## src/shared/dtm_pkg.sv

```systemverilog
package dtm_pkg;

  localparam int CA_W  = 6;
  localparam int DQ_W  = 8;
  localparam int TMR_W = 16;

  // controller clock and the divider that makes the link clock
  localparam int CLK_PS   = 20000;
  localparam int LINK_DIV = 2;
  localparam int CK_PS    = CLK_PS * LINK_DIV;
  localparam int SYNC_CLK = 4;

  function automatic int imax(input int a, input int b);
    return (a > b) ? a : b;
  endfunction : imax

  function automatic int up_clk(input int ps);
    return (ps + CLK_PS - 1) / CLK_PS;
  endfunction : up_clk

  function automatic int up_ck(input int ps);
    return imax(1, (ps + CK_PS - 1) / CK_PS);
  endfunction : up_ck

  function automatic int dn_ck(input int ps);
    return imax(1, ps / CK_PS);
  endfunction : dn_ck

  // times as printed, in ps, or in link clock cycles for the NCK ones
  localparam int HI_ON_PS      = 200000;
  localparam int HI_OFF_PS     = 100000;
  localparam int ADR_PS        = 20000;
  localparam int STRB_HOLD_PS  = 10000;
  localparam int ENTRY_PS      = 250000;
  localparam int VREF_SHORT_PS = 80000;
  localparam int VREF_LONG_PS  = 250000;
  localparam int XP_PS         = 7500;
  localparam int XP_NCK        = 5;
  localparam int PSTCS_PS      = 7500;
  localparam int PSTCS_NCK     = 5;
  localparam int CKELCK_PS     = 5000;
  localparam int CKELCK_NCK    = 5;
  localparam int SEL_STRB_NCK  = 2;
  localparam int STRB_REL_PS   = 10000;
  localparam int CKCKEH_PS     = 1750;
  localparam int CKCKEH_NCK    = 3;
  localparam int DQZ_PS        = 1500;
  localparam int ODT_PS        = 20000;
  localparam int WL_DQS_EN_NCK = 20;
  localparam int WL_PRE_NCK    = 20;
  localparam int WL_FIRST_NCK  = 40;
  localparam int WLO_PS        = 115000;

  // controller waits, in clk cycles
  localparam logic [TMR_W-1:0] C_STRB_HOLD = TMR_W'(up_clk(STRB_HOLD_PS));
  localparam logic [TMR_W-1:0] C_ENTRY     = TMR_W'(imax(imax(up_clk(ENTRY_PS),
      2 * LINK_DIV + imax(up_clk(XP_PS), XP_NCK * LINK_DIV)),
      imax(up_clk(CKELCK_PS), CKELCK_NCK * LINK_DIV)));
  localparam logic [TMR_W-1:0] C_SEL_STRB  = TMR_W'(SEL_STRB_NCK * LINK_DIV);
  localparam logic [TMR_W-1:0] C_CACD      = TMR_W'(LINK_DIV * ((ADR_PS + CK_PS - 1) / CK_PS));
  localparam logic [TMR_W-1:0] C_CA_RES    = TMR_W'(imax(C_CACD, LINK_DIV + SYNC_CLK));
  localparam logic [TMR_W-1:0] C_HOLD      = TMR_W'(imax(imax(up_clk(PSTCS_PS),
      PSTCS_NCK * LINK_DIV), imax(up_clk(CKCKEH_PS), CKCKEH_NCK * LINK_DIV)));
  localparam logic [TMR_W-1:0] C_STRB_REL  = TMR_W'(up_clk(STRB_REL_PS));
  localparam logic [TMR_W-1:0] C_WL_EN     = TMR_W'(WL_DQS_EN_NCK * LINK_DIV);
  localparam logic [TMR_W-1:0] C_WL_PRE    = TMR_W'(imax(WL_PRE_NCK,
      WL_FIRST_NCK - WL_DQS_EN_NCK) * LINK_DIV);
  localparam logic [TMR_W-1:0] C_WL_RES    = TMR_W'(up_clk(WLO_PS) + SYNC_CLK);

  // device waits, in link clock cycles
  localparam logic [TMR_W-1:0] D_HI_ON      = TMR_W'(dn_ck(HI_ON_PS));
  localparam logic [TMR_W-1:0] D_HI_OFF     = TMR_W'(dn_ck(HI_OFF_PS));
  localparam logic [TMR_W-1:0] D_VREF_SHORT = TMR_W'(dn_ck(VREF_SHORT_PS));
  localparam logic [TMR_W-1:0] D_VREF_LONG  = TMR_W'(dn_ck(VREF_LONG_PS));
  localparam logic [TMR_W-1:0] D_CACD       = TMR_W'((ADR_PS + CK_PS - 1) / CK_PS);
  localparam logic [TMR_W-1:0] D_DQZ        = TMR_W'(up_ck(DQZ_PS));
  localparam logic [TMR_W-1:0] D_ODT        = TMR_W'(up_ck(ODT_PS));

endpackage : dtm_pkg

```

## src/shared/dtm_link_if.sv

```systemverilog
`timescale 1ns/10ps
interface dtm_link_if;
  import dtm_pkg::*;
  logic            ck;
  logic            cke;
  logic            cs;
  logic [CA_W-1:0] ca;
  logic            ca_mode;
  logic            wl_mode;
  logic            dqs_t;
  logic            dqs_c;
  logic            dqs_oe;
  logic [DQ_W-1:0] dq;
  logic            dq_oe;

  modport ctrl (output ck, cke, cs, ca, ca_mode, wl_mode, dqs_t, dqs_c, dqs_oe,
                input dq, dq_oe);
  modport dev  (input ck, cke, cs, ca, ca_mode, wl_mode, dqs_t, dqs_c, dqs_oe,
                output dq, dq_oe);
endinterface : dtm_link_if

```

## src/rtl/dtm_timer.sv

```systemverilog
`timescale 1ns/10ps
module dtm_timer (
  input  wire logic                      clk,
  input  wire logic                      reset,
  input  wire logic                      load,
  input  wire logic [dtm_pkg::TMR_W-1:0] value,
  output logic                           zero
);
  import dtm_pkg::*;
  logic [TMR_W-1:0] count_ff;

  always_ff @(posedge clk) begin
    if (reset) begin
      count_ff <= '0;
    end else if (load) begin
      count_ff <= value;
    end else if (count_ff != '0) begin
      count_ff <= count_ff - TMR_W'(1);
    end
  end

  assign zero = (count_ff == '0);
endmodule : dtm_timer

```

## src/rtl/dtm_ctrl_end.sv

```systemverilog
`timescale 1ns/10ps
module dtm_ctrl_end (
  dtm_link_if.ctrl                 link,
  input  wire logic                clk,
  input  wire logic                reset,
  input  wire logic                ca_start,
  input  wire logic [dtm_pkg::CA_W-1:0] ca_pattern,
  input  wire logic                wl_start,
  output logic                     busy,
  output logic                     done,
  output logic [dtm_pkg::DQ_W-1:0] result
);
  import dtm_pkg::*;

  typedef enum {
    ST_IDLE, ST_CA_PARK, ST_CA_ENTRY, ST_CA_SEL, ST_CA_SELW, ST_CA_STRB, ST_CA_RES,
    ST_CA_HOLD, ST_CA_EXIT, ST_WL_MODE, ST_WL_PRE, ST_WL_EDGE, ST_WL_RES, ST_DONE
  } dtm_ctrl_state_t;

  dtm_ctrl_state_t  state_ff, nxt_state;
  logic             ck_ff, ck_seed_ff, req_ca_ff, req_wl_ff;
  logic             tmr_load, tmr_zero;
  logic [TMR_W-1:0] tmr_val;
  logic [DQ_W-1:0]  dq_s1_ff, dq_s2_ff, result_ff;
  logic [CA_W-1:0]  ca_ff;
  logic             cke_ff, cs_ff, ca_mode_ff, wl_mode_ff, dqs_t_ff, dqs_oe_ff;
  logic             busy_ff, done_ff;

  ////////////////////////////////////////////////////////////////////////////
  // free-running link clock; never stopped, so every valid-clock window holds.
  // it also runs through reset so the device end's synchronised reset sees
  // link edges; the seed only gives the toggle a known start
  always_ff @(posedge clk) begin
    ck_seed_ff <= reset | ck_seed_ff;
  end

  always_ff @(posedge clk) begin
    if (ck_seed_ff) begin
      ck_ff <= ~ck_ff;
    end else begin
      ck_ff <= 1'b0;
    end
  end

  // start pulses may land in either clock phase
  always_ff @(posedge clk) begin
    if (reset) begin
      req_ca_ff <= 1'b0;
      req_wl_ff <= 1'b0;
    end else if (state_ff != ST_IDLE) begin
      req_ca_ff <= 1'b0;
      req_wl_ff <= 1'b0;
    end else begin
      req_ca_ff <= req_ca_ff | ca_start;
      req_wl_ff <= req_wl_ff | (wl_start & ~ca_start);
    end
  end

  always_ff @(posedge clk) begin
    if (reset) begin
      ca_ff <= '0;
    end else if (state_ff == ST_IDLE && ca_start) begin
      ca_ff <= ca_pattern;
    end
  end

  // result lines are static by the time they are read, so a plain
  // two-stage capture is enough for the whole word
  always_ff @(posedge clk) begin
    dq_s1_ff <= link.dq;
    dq_s2_ff <= dq_s1_ff;
  end

  ////////////////////////////////////////////////////////////////////////////
  dtm_timer u_timer (
    .clk   (clk),
    .reset (reset),
    .load  (tmr_load),
    .value (tmr_val),
    .zero  (tmr_zero)
  );

  // moves only on the edge where the link clock falls, so the device
  // samples settled values on its next rising edge
  always_comb begin
    nxt_state = state_ff;
    tmr_load  = 1'b0;
    tmr_val   = '0;
    if (ck_ff && tmr_zero) begin
      case (state_ff)
        ST_IDLE: begin
          if (req_ca_ff) begin
            nxt_state = ST_CA_PARK;
            tmr_load  = 1'b1;
            tmr_val   = C_STRB_HOLD;
          end else if (req_wl_ff) begin
            nxt_state = ST_WL_MODE;
            tmr_load  = 1'b1;
            tmr_val   = C_WL_EN;
          end
        end
        ST_CA_PARK: begin
          nxt_state = ST_CA_ENTRY;
          tmr_load  = 1'b1;
          tmr_val   = C_ENTRY;
        end
        ST_CA_ENTRY: begin
          nxt_state = ST_CA_SEL;
        end
        ST_CA_SEL: begin
          nxt_state = ST_CA_SELW;
          tmr_load  = 1'b1;
          tmr_val   = C_SEL_STRB;
        end
        ST_CA_SELW: begin
          nxt_state = ST_CA_STRB;
        end
        ST_CA_STRB: begin
          nxt_state = ST_CA_RES;
          tmr_load  = 1'b1;
          tmr_val   = C_CA_RES;
        end
        ST_CA_RES: begin
          nxt_state = ST_CA_HOLD;
          tmr_load  = 1'b1;
          tmr_val   = C_HOLD;
        end
        ST_CA_HOLD: begin
          nxt_state = ST_CA_EXIT;
          tmr_load  = 1'b1;
          tmr_val   = C_STRB_REL;
        end
        ST_CA_EXIT: begin
          nxt_state = ST_DONE;
        end
        ST_WL_MODE: begin
          nxt_state = ST_WL_PRE;
          tmr_load  = 1'b1;
          tmr_val   = C_WL_PRE;
        end
        ST_WL_PRE: begin
          nxt_state = ST_WL_EDGE;
        end
        ST_WL_EDGE: begin
          nxt_state = ST_WL_RES;
          tmr_load  = 1'b1;
          tmr_val   = C_WL_RES;
        end
        ST_WL_RES: begin
          nxt_state = ST_DONE;
        end
        ST_DONE: begin
          nxt_state = ST_IDLE;
        end
        default: begin
          nxt_state = ST_IDLE;
        end
      endcase
    end
  end

  always_ff @(posedge clk) begin
    if (reset) begin
      state_ff <= ST_IDLE;
    end else begin
      state_ff <= nxt_state;
    end
  end

  ////////////////////////////////////////////////////////////////////////////
  // link outputs registered from the next state
  always_ff @(posedge clk) begin
    if (reset) begin
      cke_ff     <= 1'b1;
      cs_ff      <= 1'b0;
      ca_mode_ff <= 1'b0;
      wl_mode_ff <= 1'b0;
      dqs_t_ff   <= 1'b0;
      dqs_oe_ff  <= 1'b0;
    end else begin
      cke_ff     <= !(nxt_state inside {ST_CA_ENTRY, ST_CA_SEL, ST_CA_SELW, ST_CA_STRB,
                                        ST_CA_RES, ST_CA_HOLD});
      cs_ff      <= (nxt_state == ST_CA_SEL);
      ca_mode_ff <= (nxt_state inside {ST_CA_PARK, ST_CA_ENTRY, ST_CA_SEL, ST_CA_SELW,
                                       ST_CA_STRB, ST_CA_RES, ST_CA_HOLD, ST_CA_EXIT});
      wl_mode_ff <= (nxt_state inside {ST_WL_MODE, ST_WL_PRE, ST_WL_EDGE, ST_WL_RES});
      dqs_t_ff   <= (nxt_state inside {ST_CA_STRB, ST_WL_EDGE});
      // strobe parked before entry and held through the exit wait
      dqs_oe_ff  <= (nxt_state inside {ST_CA_PARK, ST_CA_ENTRY, ST_CA_SEL, ST_CA_SELW,
                                       ST_CA_STRB, ST_CA_RES, ST_CA_HOLD, ST_CA_EXIT,
                                       ST_WL_PRE, ST_WL_EDGE});
    end
  end

  ////////////////////////////////////////////////////////////////////////////
  always_ff @(posedge clk) begin
    if (reset) begin
      result_ff <= '0;
    end else if (state_ff == ST_CA_RES && nxt_state == ST_CA_HOLD) begin
      result_ff <= dq_s2_ff;
    end else if (state_ff == ST_WL_RES && nxt_state == ST_DONE) begin
      result_ff <= {{(DQ_W-1){1'b0}}, dq_s2_ff[0]};
    end
  end

  always_ff @(posedge clk) begin
    if (reset) begin
      busy_ff <= 1'b0;
      done_ff <= 1'b0;
    end else begin
      busy_ff <= (nxt_state != ST_IDLE);
      done_ff <= (state_ff == ST_DONE && nxt_state == ST_IDLE);
    end
  end

  assign link.ck      = ck_ff;
  assign link.cke     = cke_ff;
  assign link.cs      = cs_ff;
  assign link.ca      = ca_ff;
  assign link.ca_mode = ca_mode_ff;
  assign link.wl_mode = wl_mode_ff;
  assign link.dqs_t   = dqs_t_ff;
  assign link.dqs_c   = ~dqs_t_ff;
  assign link.dqs_oe  = dqs_oe_ff;
  assign busy         = busy_ff;
  assign done         = done_ff;
  assign result       = result_ff;
endmodule : dtm_ctrl_end

```

## src/flat_wrapper.sv

```systemverilog
// flat-port wrapper written by rule: the top's interface ports become plain ports
module dtm_ctrl_end_flat import dtm_pkg::*;
  (clk, reset, ca_start, ca_pattern, wl_start, busy, done, result, link_ck, link_cke, link_cs, link_ca, link_ca_mode, link_wl_mode, link_dqs_t, link_dqs_c, link_dqs_oe, link_dq, link_dq_oe);
  dtm_link_if link_i ();
  input  wire logic clk;
  input  wire logic reset;
  input  wire logic ca_start;
  input  wire logic [dtm_pkg::CA_W-1:0] ca_pattern;
  input  wire logic wl_start;
  output logic busy;
  output logic done;
  output logic [dtm_pkg::DQ_W-1:0] result;
  output wire logic [$bits(link_i.ck)-1:0] link_ck;
  output wire logic [$bits(link_i.cke)-1:0] link_cke;
  output wire logic [$bits(link_i.cs)-1:0] link_cs;
  output wire logic [$bits(link_i.ca)-1:0] link_ca;
  output wire logic [$bits(link_i.ca_mode)-1:0] link_ca_mode;
  output wire logic [$bits(link_i.wl_mode)-1:0] link_wl_mode;
  output wire logic [$bits(link_i.dqs_t)-1:0] link_dqs_t;
  output wire logic [$bits(link_i.dqs_c)-1:0] link_dqs_c;
  output wire logic [$bits(link_i.dqs_oe)-1:0] link_dqs_oe;
  input wire logic [$bits(link_i.dq)-1:0] link_dq;
  input wire logic [$bits(link_i.dq_oe)-1:0] link_dq_oe;
  assign link_ck = link_i.ck;
  assign link_cke = link_i.cke;
  assign link_cs = link_i.cs;
  assign link_ca = link_i.ca;
  assign link_ca_mode = link_i.ca_mode;
  assign link_wl_mode = link_i.wl_mode;
  assign link_dqs_t = link_i.dqs_t;
  assign link_dqs_c = link_i.dqs_c;
  assign link_dqs_oe = link_i.dqs_oe;
  assign link_i.dq = link_dq;
  assign link_i.dq_oe = link_dq_oe;
  dtm_ctrl_end u_core (.link(link_i), .clk(clk), .reset(reset), .ca_start(ca_start), .ca_pattern(ca_pattern), .wl_start(wl_start), .busy(busy), .done(done), .result(result));
endmodule
```

## config.mk

```make
export PLATFORM = sky130hd
export DESIGN_NAME = dtm_ctrl_end_flat
export DESIGN_NICKNAME = d
export VERILOG_FILES = /design/src/shared/dtm_pkg.sv /design/src/shared/dtm_link_if.sv /design/src/rtl/dtm_timer.sv /design/src/rtl/dtm_ctrl_end.sv /design/src/flat_wrapper.sv
export SDC_FILE = /design/constraint.sdc
export NUM_CORES = 1
export LEC_CHECK = 0
export BUFFER_PORTS_ARGS = -buffer_cell sky130_fd_sc_hd__buf_2
export CORE_MARGIN = 10
export CORE_UTILIZATION = 45
export DETAILED_ROUTE_END_ITERATION = 16
export PLACE_DENSITY = 0.72
export SYNTH_ARGS = -nofsm -noshare
export SYNTH_HDL_FRONTEND = slang
export SYNTH_SLANG_ARGS = --single-unit
export TNS_END_PERCENT = 5
```

## constraint.sdc

```tcl
create_clock -name clk -period 2.4 [get_ports clk]
set_input_delay 0.24 -clock clk [delete_from_list [all_inputs] [get_ports clk]]
set_output_delay 0.24 -clock clk [all_outputs]
set_load 0.01 [all_outputs]
```

=== After elaboration in Yosys (flattened, before gate mapping) ===
Cells that the tools add are included.

* Flip-flop bits (word level): 90
* Bits of input ports: 19
* Output and inout bits: 24
* Word-level logic and storage cells: 96

* Add/subtract/negate cells: 1
* Eq/ne operators: 30
* Mux-type cells: 16
* Bitwise gates (word level): 7
* Reductions and logical operators: 24

{| class="wikitable"
|+ Operator list
! operator !! number
|-
| == test 32 x 4 -> 1 bit, second input constant || 12
|-
| one-hot mux 32 bit (12 select lines) || 1
|-
| == test 32 x 3 -> 1 bit, second input constant || 9
|-
| == test 32 x 2 -> 1 bit, second input constant || 4
|-
| one-hot mux 16 bit (7 select lines) || 1
|-
| == test 32 x 5 -> 1 bit, second input constant || 3
|-
| logical NOT 32 bit || 3
|-
| two-way mux 32 bit || 3
|-
| == test 32 x 1 -> 1 bit, second input constant || 2
|-
| two-way mux 16 bit || 4
|-
| nonzero test 32 bit || 2
|-
| logical NOT 16 bit || 1
|-
| two-way mux 8 bit || 2
|-
| nonzero test 16 bit || 1
|-
| subtractor 16 x 1 -> 16 bit, second input constant || 1
|-
| nonzero test 10 bit || 1
|-
| nonzero test 8 bit || 1
|-
| OR reduction 7 bit || 1
|-
| two-way mux 6 bit || 1
|-
| nonzero test 2 bit || 3
|-
| nonzero test 6 bit || 1
|-
| OR reduction 2 bit || 3
|-
| logical AND 1 bit || 5
|-
| nonzero test 4 bit || 1
|-
| 6 further kinds || 12
|}

=== Logic depth before layout (Yosys ltp) ===
* Depth in word-level cells: 8
* Gate-level depth with buffers: 10
* Gate-level depth less buffers: 9

=== Hierarchy ===
From an unflattened synthesis, not the netlist that was laid out.

* Cells, all modules: 376
* Area total of the unflattened synthesis: 3,534.6 um^2

{| class="wikitable"
|+ By module, submodules not included
! module !! instances !! cells each !! area an instance (um^2) !! sequential area each (um^2)
|-
| dtm_ctrl_end || 1 || 264 || 2,632.5 || 1,481.4
|-
| dtm_timer || 1 || 112 || 902.1 || 320.3
|}

=== Worst setup path before layout ===
Ideal clock, no wire load.

* Kind: flip-flop to flip-flop
* From: register u_core.u_timer.count_ff[0]
* To: register u_core.result_ff[1], in the netlist u_core.result[1]
* Library setup time: 0.117 ns
* Data arrival time: 2.070 ns
* Required time: 2.283 ns
* Slack: 0.214 ns
* Stages on the path, launching flop included: 11
* Buffers on the path: 1
* Period minus slack after synthesis: 2.186 ns
* Cells stage by stage: dfxtp_1 -> inv_1 -> ha_1 -> nor4b_2 -> and4bb_1 -> and2_1 -> buf_6 -> nand2_2 -> nor4b_4 -> nor2_1 -> a22o_1

* Word-level cells in the longest chain between the ends: 6
* Elaborated cells on any way between the ends: 9
* Those cells by class: eq/ne: 2; mux: 2; reduce/logical: 5

{| class="wikitable"
|+ Ends and longest elaborated chain
! item !! line !! source
|-
| start: declaration || dtm_timer.sv:10 || <nowiki>logic [TMR_W-1:0] count_ff;</nowiki>
|-
| start signal: assignment || dtm_timer.sv:16 || <nowiki>count_ff <= value;</nowiki>
|-
| start signal: assignment || dtm_timer.sv:18 || <nowiki>count_ff <= count_ff - TMR_W'(1);</nowiki>
|-
| logical NOT 16 bit * || dtm_timer.sv:22 || <nowiki>assign zero = (count_ff == '0);</nowiki>
|-
| logical AND 1 bit * || dtm_ctrl_end.sv:89 || <nowiki>if (ck_ff && tmr_zero) begin</nowiki>
|-
| two-way mux 32 bit * || dtm_ctrl_end.sv:89 ||
|-
| == test 32 x 4 -> 1 bit or == test 32 x 5 -> 1 bit (tied branches) || dtm_ctrl_end.sv:199, dtm_ctrl_end.sv:201 ||
|-
| logical AND 1 bit, on equally long branches || dtm_ctrl_end.sv:199, dtm_ctrl_end.sv:201 ||
|-
| two-way mux 8 bit or nonzero test 2 bit (tied branches) || - ||
|-
| end signal: assignment || dtm_ctrl_end.sv:200 || <nowiki>result_ff <= dq_s2_ff;</nowiki>
|-
| end signal: assignment || dtm_ctrl_end.sv:202 || <nowiki>result_ff <= {{(DQ_W-1){1'b0}}, dq_s2_ff[0]};</nowiki>
|-
| end: declaration || dtm_ctrl_end.sv:24 || <nowiki>logic [DQ_W-1:0] dq_s1_ff, dq_s2_ff, result_ff;</nowiki>
|}

Every way passes the cells marked *; elsewhere a longest branch is shown, timed or not.
A chain may end at the register's enable or synchronous reset.

=== Worst setup path in the final report ===
* From: register u_core.state_ff[11]
* To: register u_core.result_ff[5], in the netlist u_core.result[5]

* Word-level cells in the longest chain between the ends: 7
* Elaborated cells on any way between the ends: 26
* Those cells by class: eq/ne: 16; mux: 5; reduce/logical: 5

{| class="wikitable"
|+ Ends and longest elaborated chain
! item !! line !! source
|-
| start: declaration || dtm_ctrl_end.sv:20 || <nowiki>dtm_ctrl_state_t state_ff, nxt_state;</nowiki>
|-
| start signal: assignment || dtm_ctrl_end.sv:166 || <nowiki>state_ff <= nxt_state;</nowiki>
|-
| == test 32 x 4 -> 1 bit or two-way mux 32 bit (tied branches) || dtm_ctrl_end.sv:90, dtm_ctrl_end.sv:96 ||
|-
| OR reduction 2 bit (no line) or two-way mux 32 bit (tied branches) || - ||
|-
| one-hot mux 32 bit (12 select lines) || dtm_ctrl_end.sv:90 || <nowiki>case (state_ff)</nowiki>
|-
| two-way mux 32 bit || dtm_ctrl_end.sv:89 ||
|-
| == test 32 x 4 -> 1 bit or == test 32 x 5 -> 1 bit (tied branches) || dtm_ctrl_end.sv:199, dtm_ctrl_end.sv:201 ||
|-
| logical AND 1 bit, on equally long branches || dtm_ctrl_end.sv:199, dtm_ctrl_end.sv:201 ||
|-
| two-way mux 8 bit or nonzero test 2 bit (tied branches) || - ||
|}

Parallel ways exist; a longest one is shown, timed or not.

==> impl_results.md <==
* Total grt overflow at 0
* Via Count at 2670
* Power, Total at 3970 uW
* Syn_nets at 369
* PortBufs at 41
* Max cap viols at 0
* Worst-Margin Slew at ~0.56 ns
* HP Class: primary input to register
* Worst vdd rail ir drop at 600 uV
* Crit-path slowest cell: nor4_1
* DR pass1 iterations at 4
* Final setup vio count at 0
* Design Area, Final at ~0.0041 mm^2
* Clock Skews at 0.0100 ns
* Final WL at 7.02 mm
* WHS Path Cells at 3
* Total negative setup slack at 0 ns
* Syn-to-layout area delta at 21.6%
* Min-delay src: ca_pattern[1]
* Synth cell types at 52
* Fraction of layout cells with a size suffix above 1 at 23.0%
* CTS Sinks at 90
* Slowest stage delay, CP at 0.37 ns
* Tcrit/Tclk final at 93.9%
* Number of hold violations in the final report at 0
* Clock transition at path regs at around 0.1 ns
* Die W at 106 um
* Wire length per cell at 13.5 um
* Power Dens Cells at 977 mW/mm^2
* Fill cells at about 670
* Layout Nets at 437
* R2R cell count at 8
* Die Y at 106 um
* Pleak at ~0.0017 uW
* Syn avg cell area at 9.58 um^2
* Initial antenna violation count at 0
* Status: complete, no violations
* Initial drt markers at approximately 150
* I/O pins at 43
* Worst-Skew Late Latency at 0.38 ns
* DRC viols at 0
* GRT Total Usage at between 10 and 15%
* Synth warn at 0
* Worst EP required at 2.67 ns
* GPL Wtd Cong at 0.886
* CP cell instances: nor4_1, nand4_1, buf_4, nor2_2, nand2_2, nor4b_4, nor2_1, a22o_1
* RSZ-0062 raised after global routing: no
* H-tree Lvls at 3
* Clk root buf: clkbuf_8
* Clock Path Buffers at 2
* FF-to-FF End: u_core.result[5]$_SDFFE_PP0P_
* Mapped Cells at about 350
* Vias in the first global route at 2472
* Period minus WS final at 2.25 ns
* Worst setup EP type: register
* Total CTS buffers at 9
* Type of the worst setup path: register to register
* Initial Utilization at 46.1%
* Synth Register Bits at 90
* Final slew viol count at 0
* Slack of the critical path at approximately 0.15 ns
* Startpoint Class: register
* Pre-CTS WS at roughly 0.049 ns
* First-pass GRT wire length at roughly 12 mm
* Register area share after synthesis at 53.9%
* CTS tree: done
* Largest net degree at the start of global routing at 31
* Row count at 31
* HPWL Detailed at 5.00 mm
* Hold Crit Endpoint: u_core.link.ca[1]$_SDFFE_PP0P_
* Number of nets with antenna violations after routing at 0
* Via/cell ratio at 5.12
* R2R setup slack at 0.15 ns
* Die area at around 0.011 mm^2
* Relative slew slack at a little over three fifths
* Worst Setup SP: u_core.state_ff[11]$_SDFF_PP0_
* Max Clk Rate at 444 MHz
* Ant diodes at 0
* CP Max Fanout at 7
* Core footprint at 0.00725 mm^2
* Cell Area, Synth at 0.00334 mm^2
* Crit path DAT at between 2 and 3 ns
* Placed instance area at 0.00377 mm^2
* R2R Path Start: u_core.state_ff[11]$_SDFF_PP0_
[cells by family (layout without fill, tap and decap cells)]
logic type | Yosys count | in the layout | share of synthesized area [%]
and+or+nand+nor | 162 | 162 | 26.7
DFF | 90 | 90 | 53.9
AOI/OAI and AO/OA | 59 | 59 | 12.1
buffers and inverters | 22 | 95 | 2.73
muxes | 9 | 9 | 2.69
xor gates and xnor gates | 6 | 6 | 1.57
adders and majority gates | 1 | 1 | 0.374
[timing repair]
item,CTS,global route
endpoints found under the setup margin,0,12
hold buffers,8,0
resized for setup,0,7
hold endpoints to repair,8,0
buffers inserted,0,1
[metrics by stage]
stage | cells | utilization (%) | hold WS (ns)
3_5_place_dp | 496 | 52.0 | 0.314
4_1_cts | 520 | 55.7 | 0.0698
2_1_floorplan | 349 | - | 0.268
6_report | 521 | 56.0 | 0.0872
3_3_place_gp | 496 | 52.0 | 0.311
5_1_grt | 521 | 56.0 | 0.0778
[worst max-delay path by stage]
stage | to | slack [ns] | cells after the start
after floorplan | u_core.result[1]$_SDFFE_PP0P_ | 0.21 | 10
after global placement | u_core.result[3]$_SDFFE_PP0P_ | 0.13 | 9
after detailed placement | u_core.link.dqs_t$_SDFF_PP0_ | 0.05 | 7
after CTS | u_core.link.dqs_t$_SDFF_PP0_ | 0.03 | 7
after global routing | u_core.result[5]$_SDFFE_PP0P_ | 0.009 | 8
final | u_core.result[5]$_SDFFE_PP0P_ | 0.15 | 8
[metal layers]
metal,up-vias,GRT usage [%],wire (um)
li1,1356,-,-
met1,1240,15.0,3090
met2,63,18.9,3270
met3,11,5.31,516
met4,0,6.48,147
met5,-,0,0
[sequential cells by signal, summed over array words and instances, names as in the netlist]
| signal | flops |
|---|---|
| u_core.dq_s2_ff | 8 |
| u_core.done | 1 |
| u_core.u_timer.count_ff | 16 |
| u_core.dq_s1_ff | 8 |
| u_core.link.dqs_t | 1 |
| u_core.ck_seed_ff | 1 |
| u_core.req_wl_ff | 1 |
| u_core.link.ca | 6 |
| u_core.req_ca_ff | 1 |
| u_core.result | 8 |
| u_core.link.cs | 1 |
| u_core.link.dqs_oe | 1 |
| u_core.link.ca_mode | 1 |
| u_core.busy | 1 |
| u_core.link.ck | 1 |
| u_core.link.cke | 1 |
| u_core.link.wl_mode | 1 |
| u_core.state_ff | 32 |
[final cells by class]
type	instances	area (um^2)	area share [%]
Timing Repair Buffer	71	450	11.1
Multi-Input combinational cell	237	1470	36.2
Clock inverter	7	65.1	1.60
Tap cell	99	124	3.05
Sequential cell	90	1800	44.3
Clock buffer	9	124	3.05
Inverter	8	30.0	0.739
[cell usage in the layout, fill, tap and decap left out, drive strengths merged, types with 7 or more instances in the layout]
| cell | netlist | routed |
|---|---|---|
| buf | 3 | 63 |
| dfxtp | 90 | 90 |
| inv | 8 | 13 |
| o21ai | 8 | 8 |
| a22o | 7 | 7 |
| a21oi | 21 | 21 |
| nand2 | 24 | 24 |
| or2 | 7 | 7 |
| mux2i | 9 | 9 |
| nor4 | 11 | 11 |
| and2 | 32 | 32 |
| nor3 | 16 | 16 |
| a211oi | 7 | 7 |
| nor2 | 40 | 40 |
| dlygate4sd3 | 0 | 8 |
| clkbuf | 11 | 9 |
[where the power goes]
group | internal [uW] | switching (uW)
combinational | 557 | 648
sequential | 1640 | 129
clock | 403 | 595
total | 2600 | 1370
[worst max-delay path: cells and delay by family, from the launching register on]
kind / cells / cell delay [ns]
flops: 1 / 0.32
compound gates: 1 / 0.28
buf+inv: 1 / 0.19
simple gates: 6 / 1.37
[synthesized netlist by cell type (all sizes together)]
library cell	n	area, um^2
o31a	1	8.76
a221oi	1	8.76
o221a	1	11.3
and4	1	8.76
o21ai	8	40.0
nand3	6	30.0
o32ai	1	8.76
a31oi	3	18.8
nor2	40	150
o21a	1	7.51
nor4	11	83.8
nor3b	1	12.5
nand3b	1	7.51
o211a	1	10.0
and3	4	25.0
o22ai	3	18.8
inv	8	30.0
mux2i	9	90.1
and4bb	1	12.5
a21o	2	15.0
a211oi	7	57.6
or3	5	31.3
clkbuf	11	41.3
a22o	7	61.3
nor4b	4	56.3
buf	3	20.0
and2	32	200
ha	1	12.5
o21bai	1	7.51
dfxtp	90	1800
nand4	3	18.8
xnor2	4	35.0
nand2b	2	12.5
nor3	16	80.1
or2	7	43.8
a21oi	21	120
or4	1	7.51
o41ai	1	8.76
nor2b	3	18.8
nand2	24	92.6
xor2	2	17.5
Note: power is estimated with default switching activity, not from simulation.
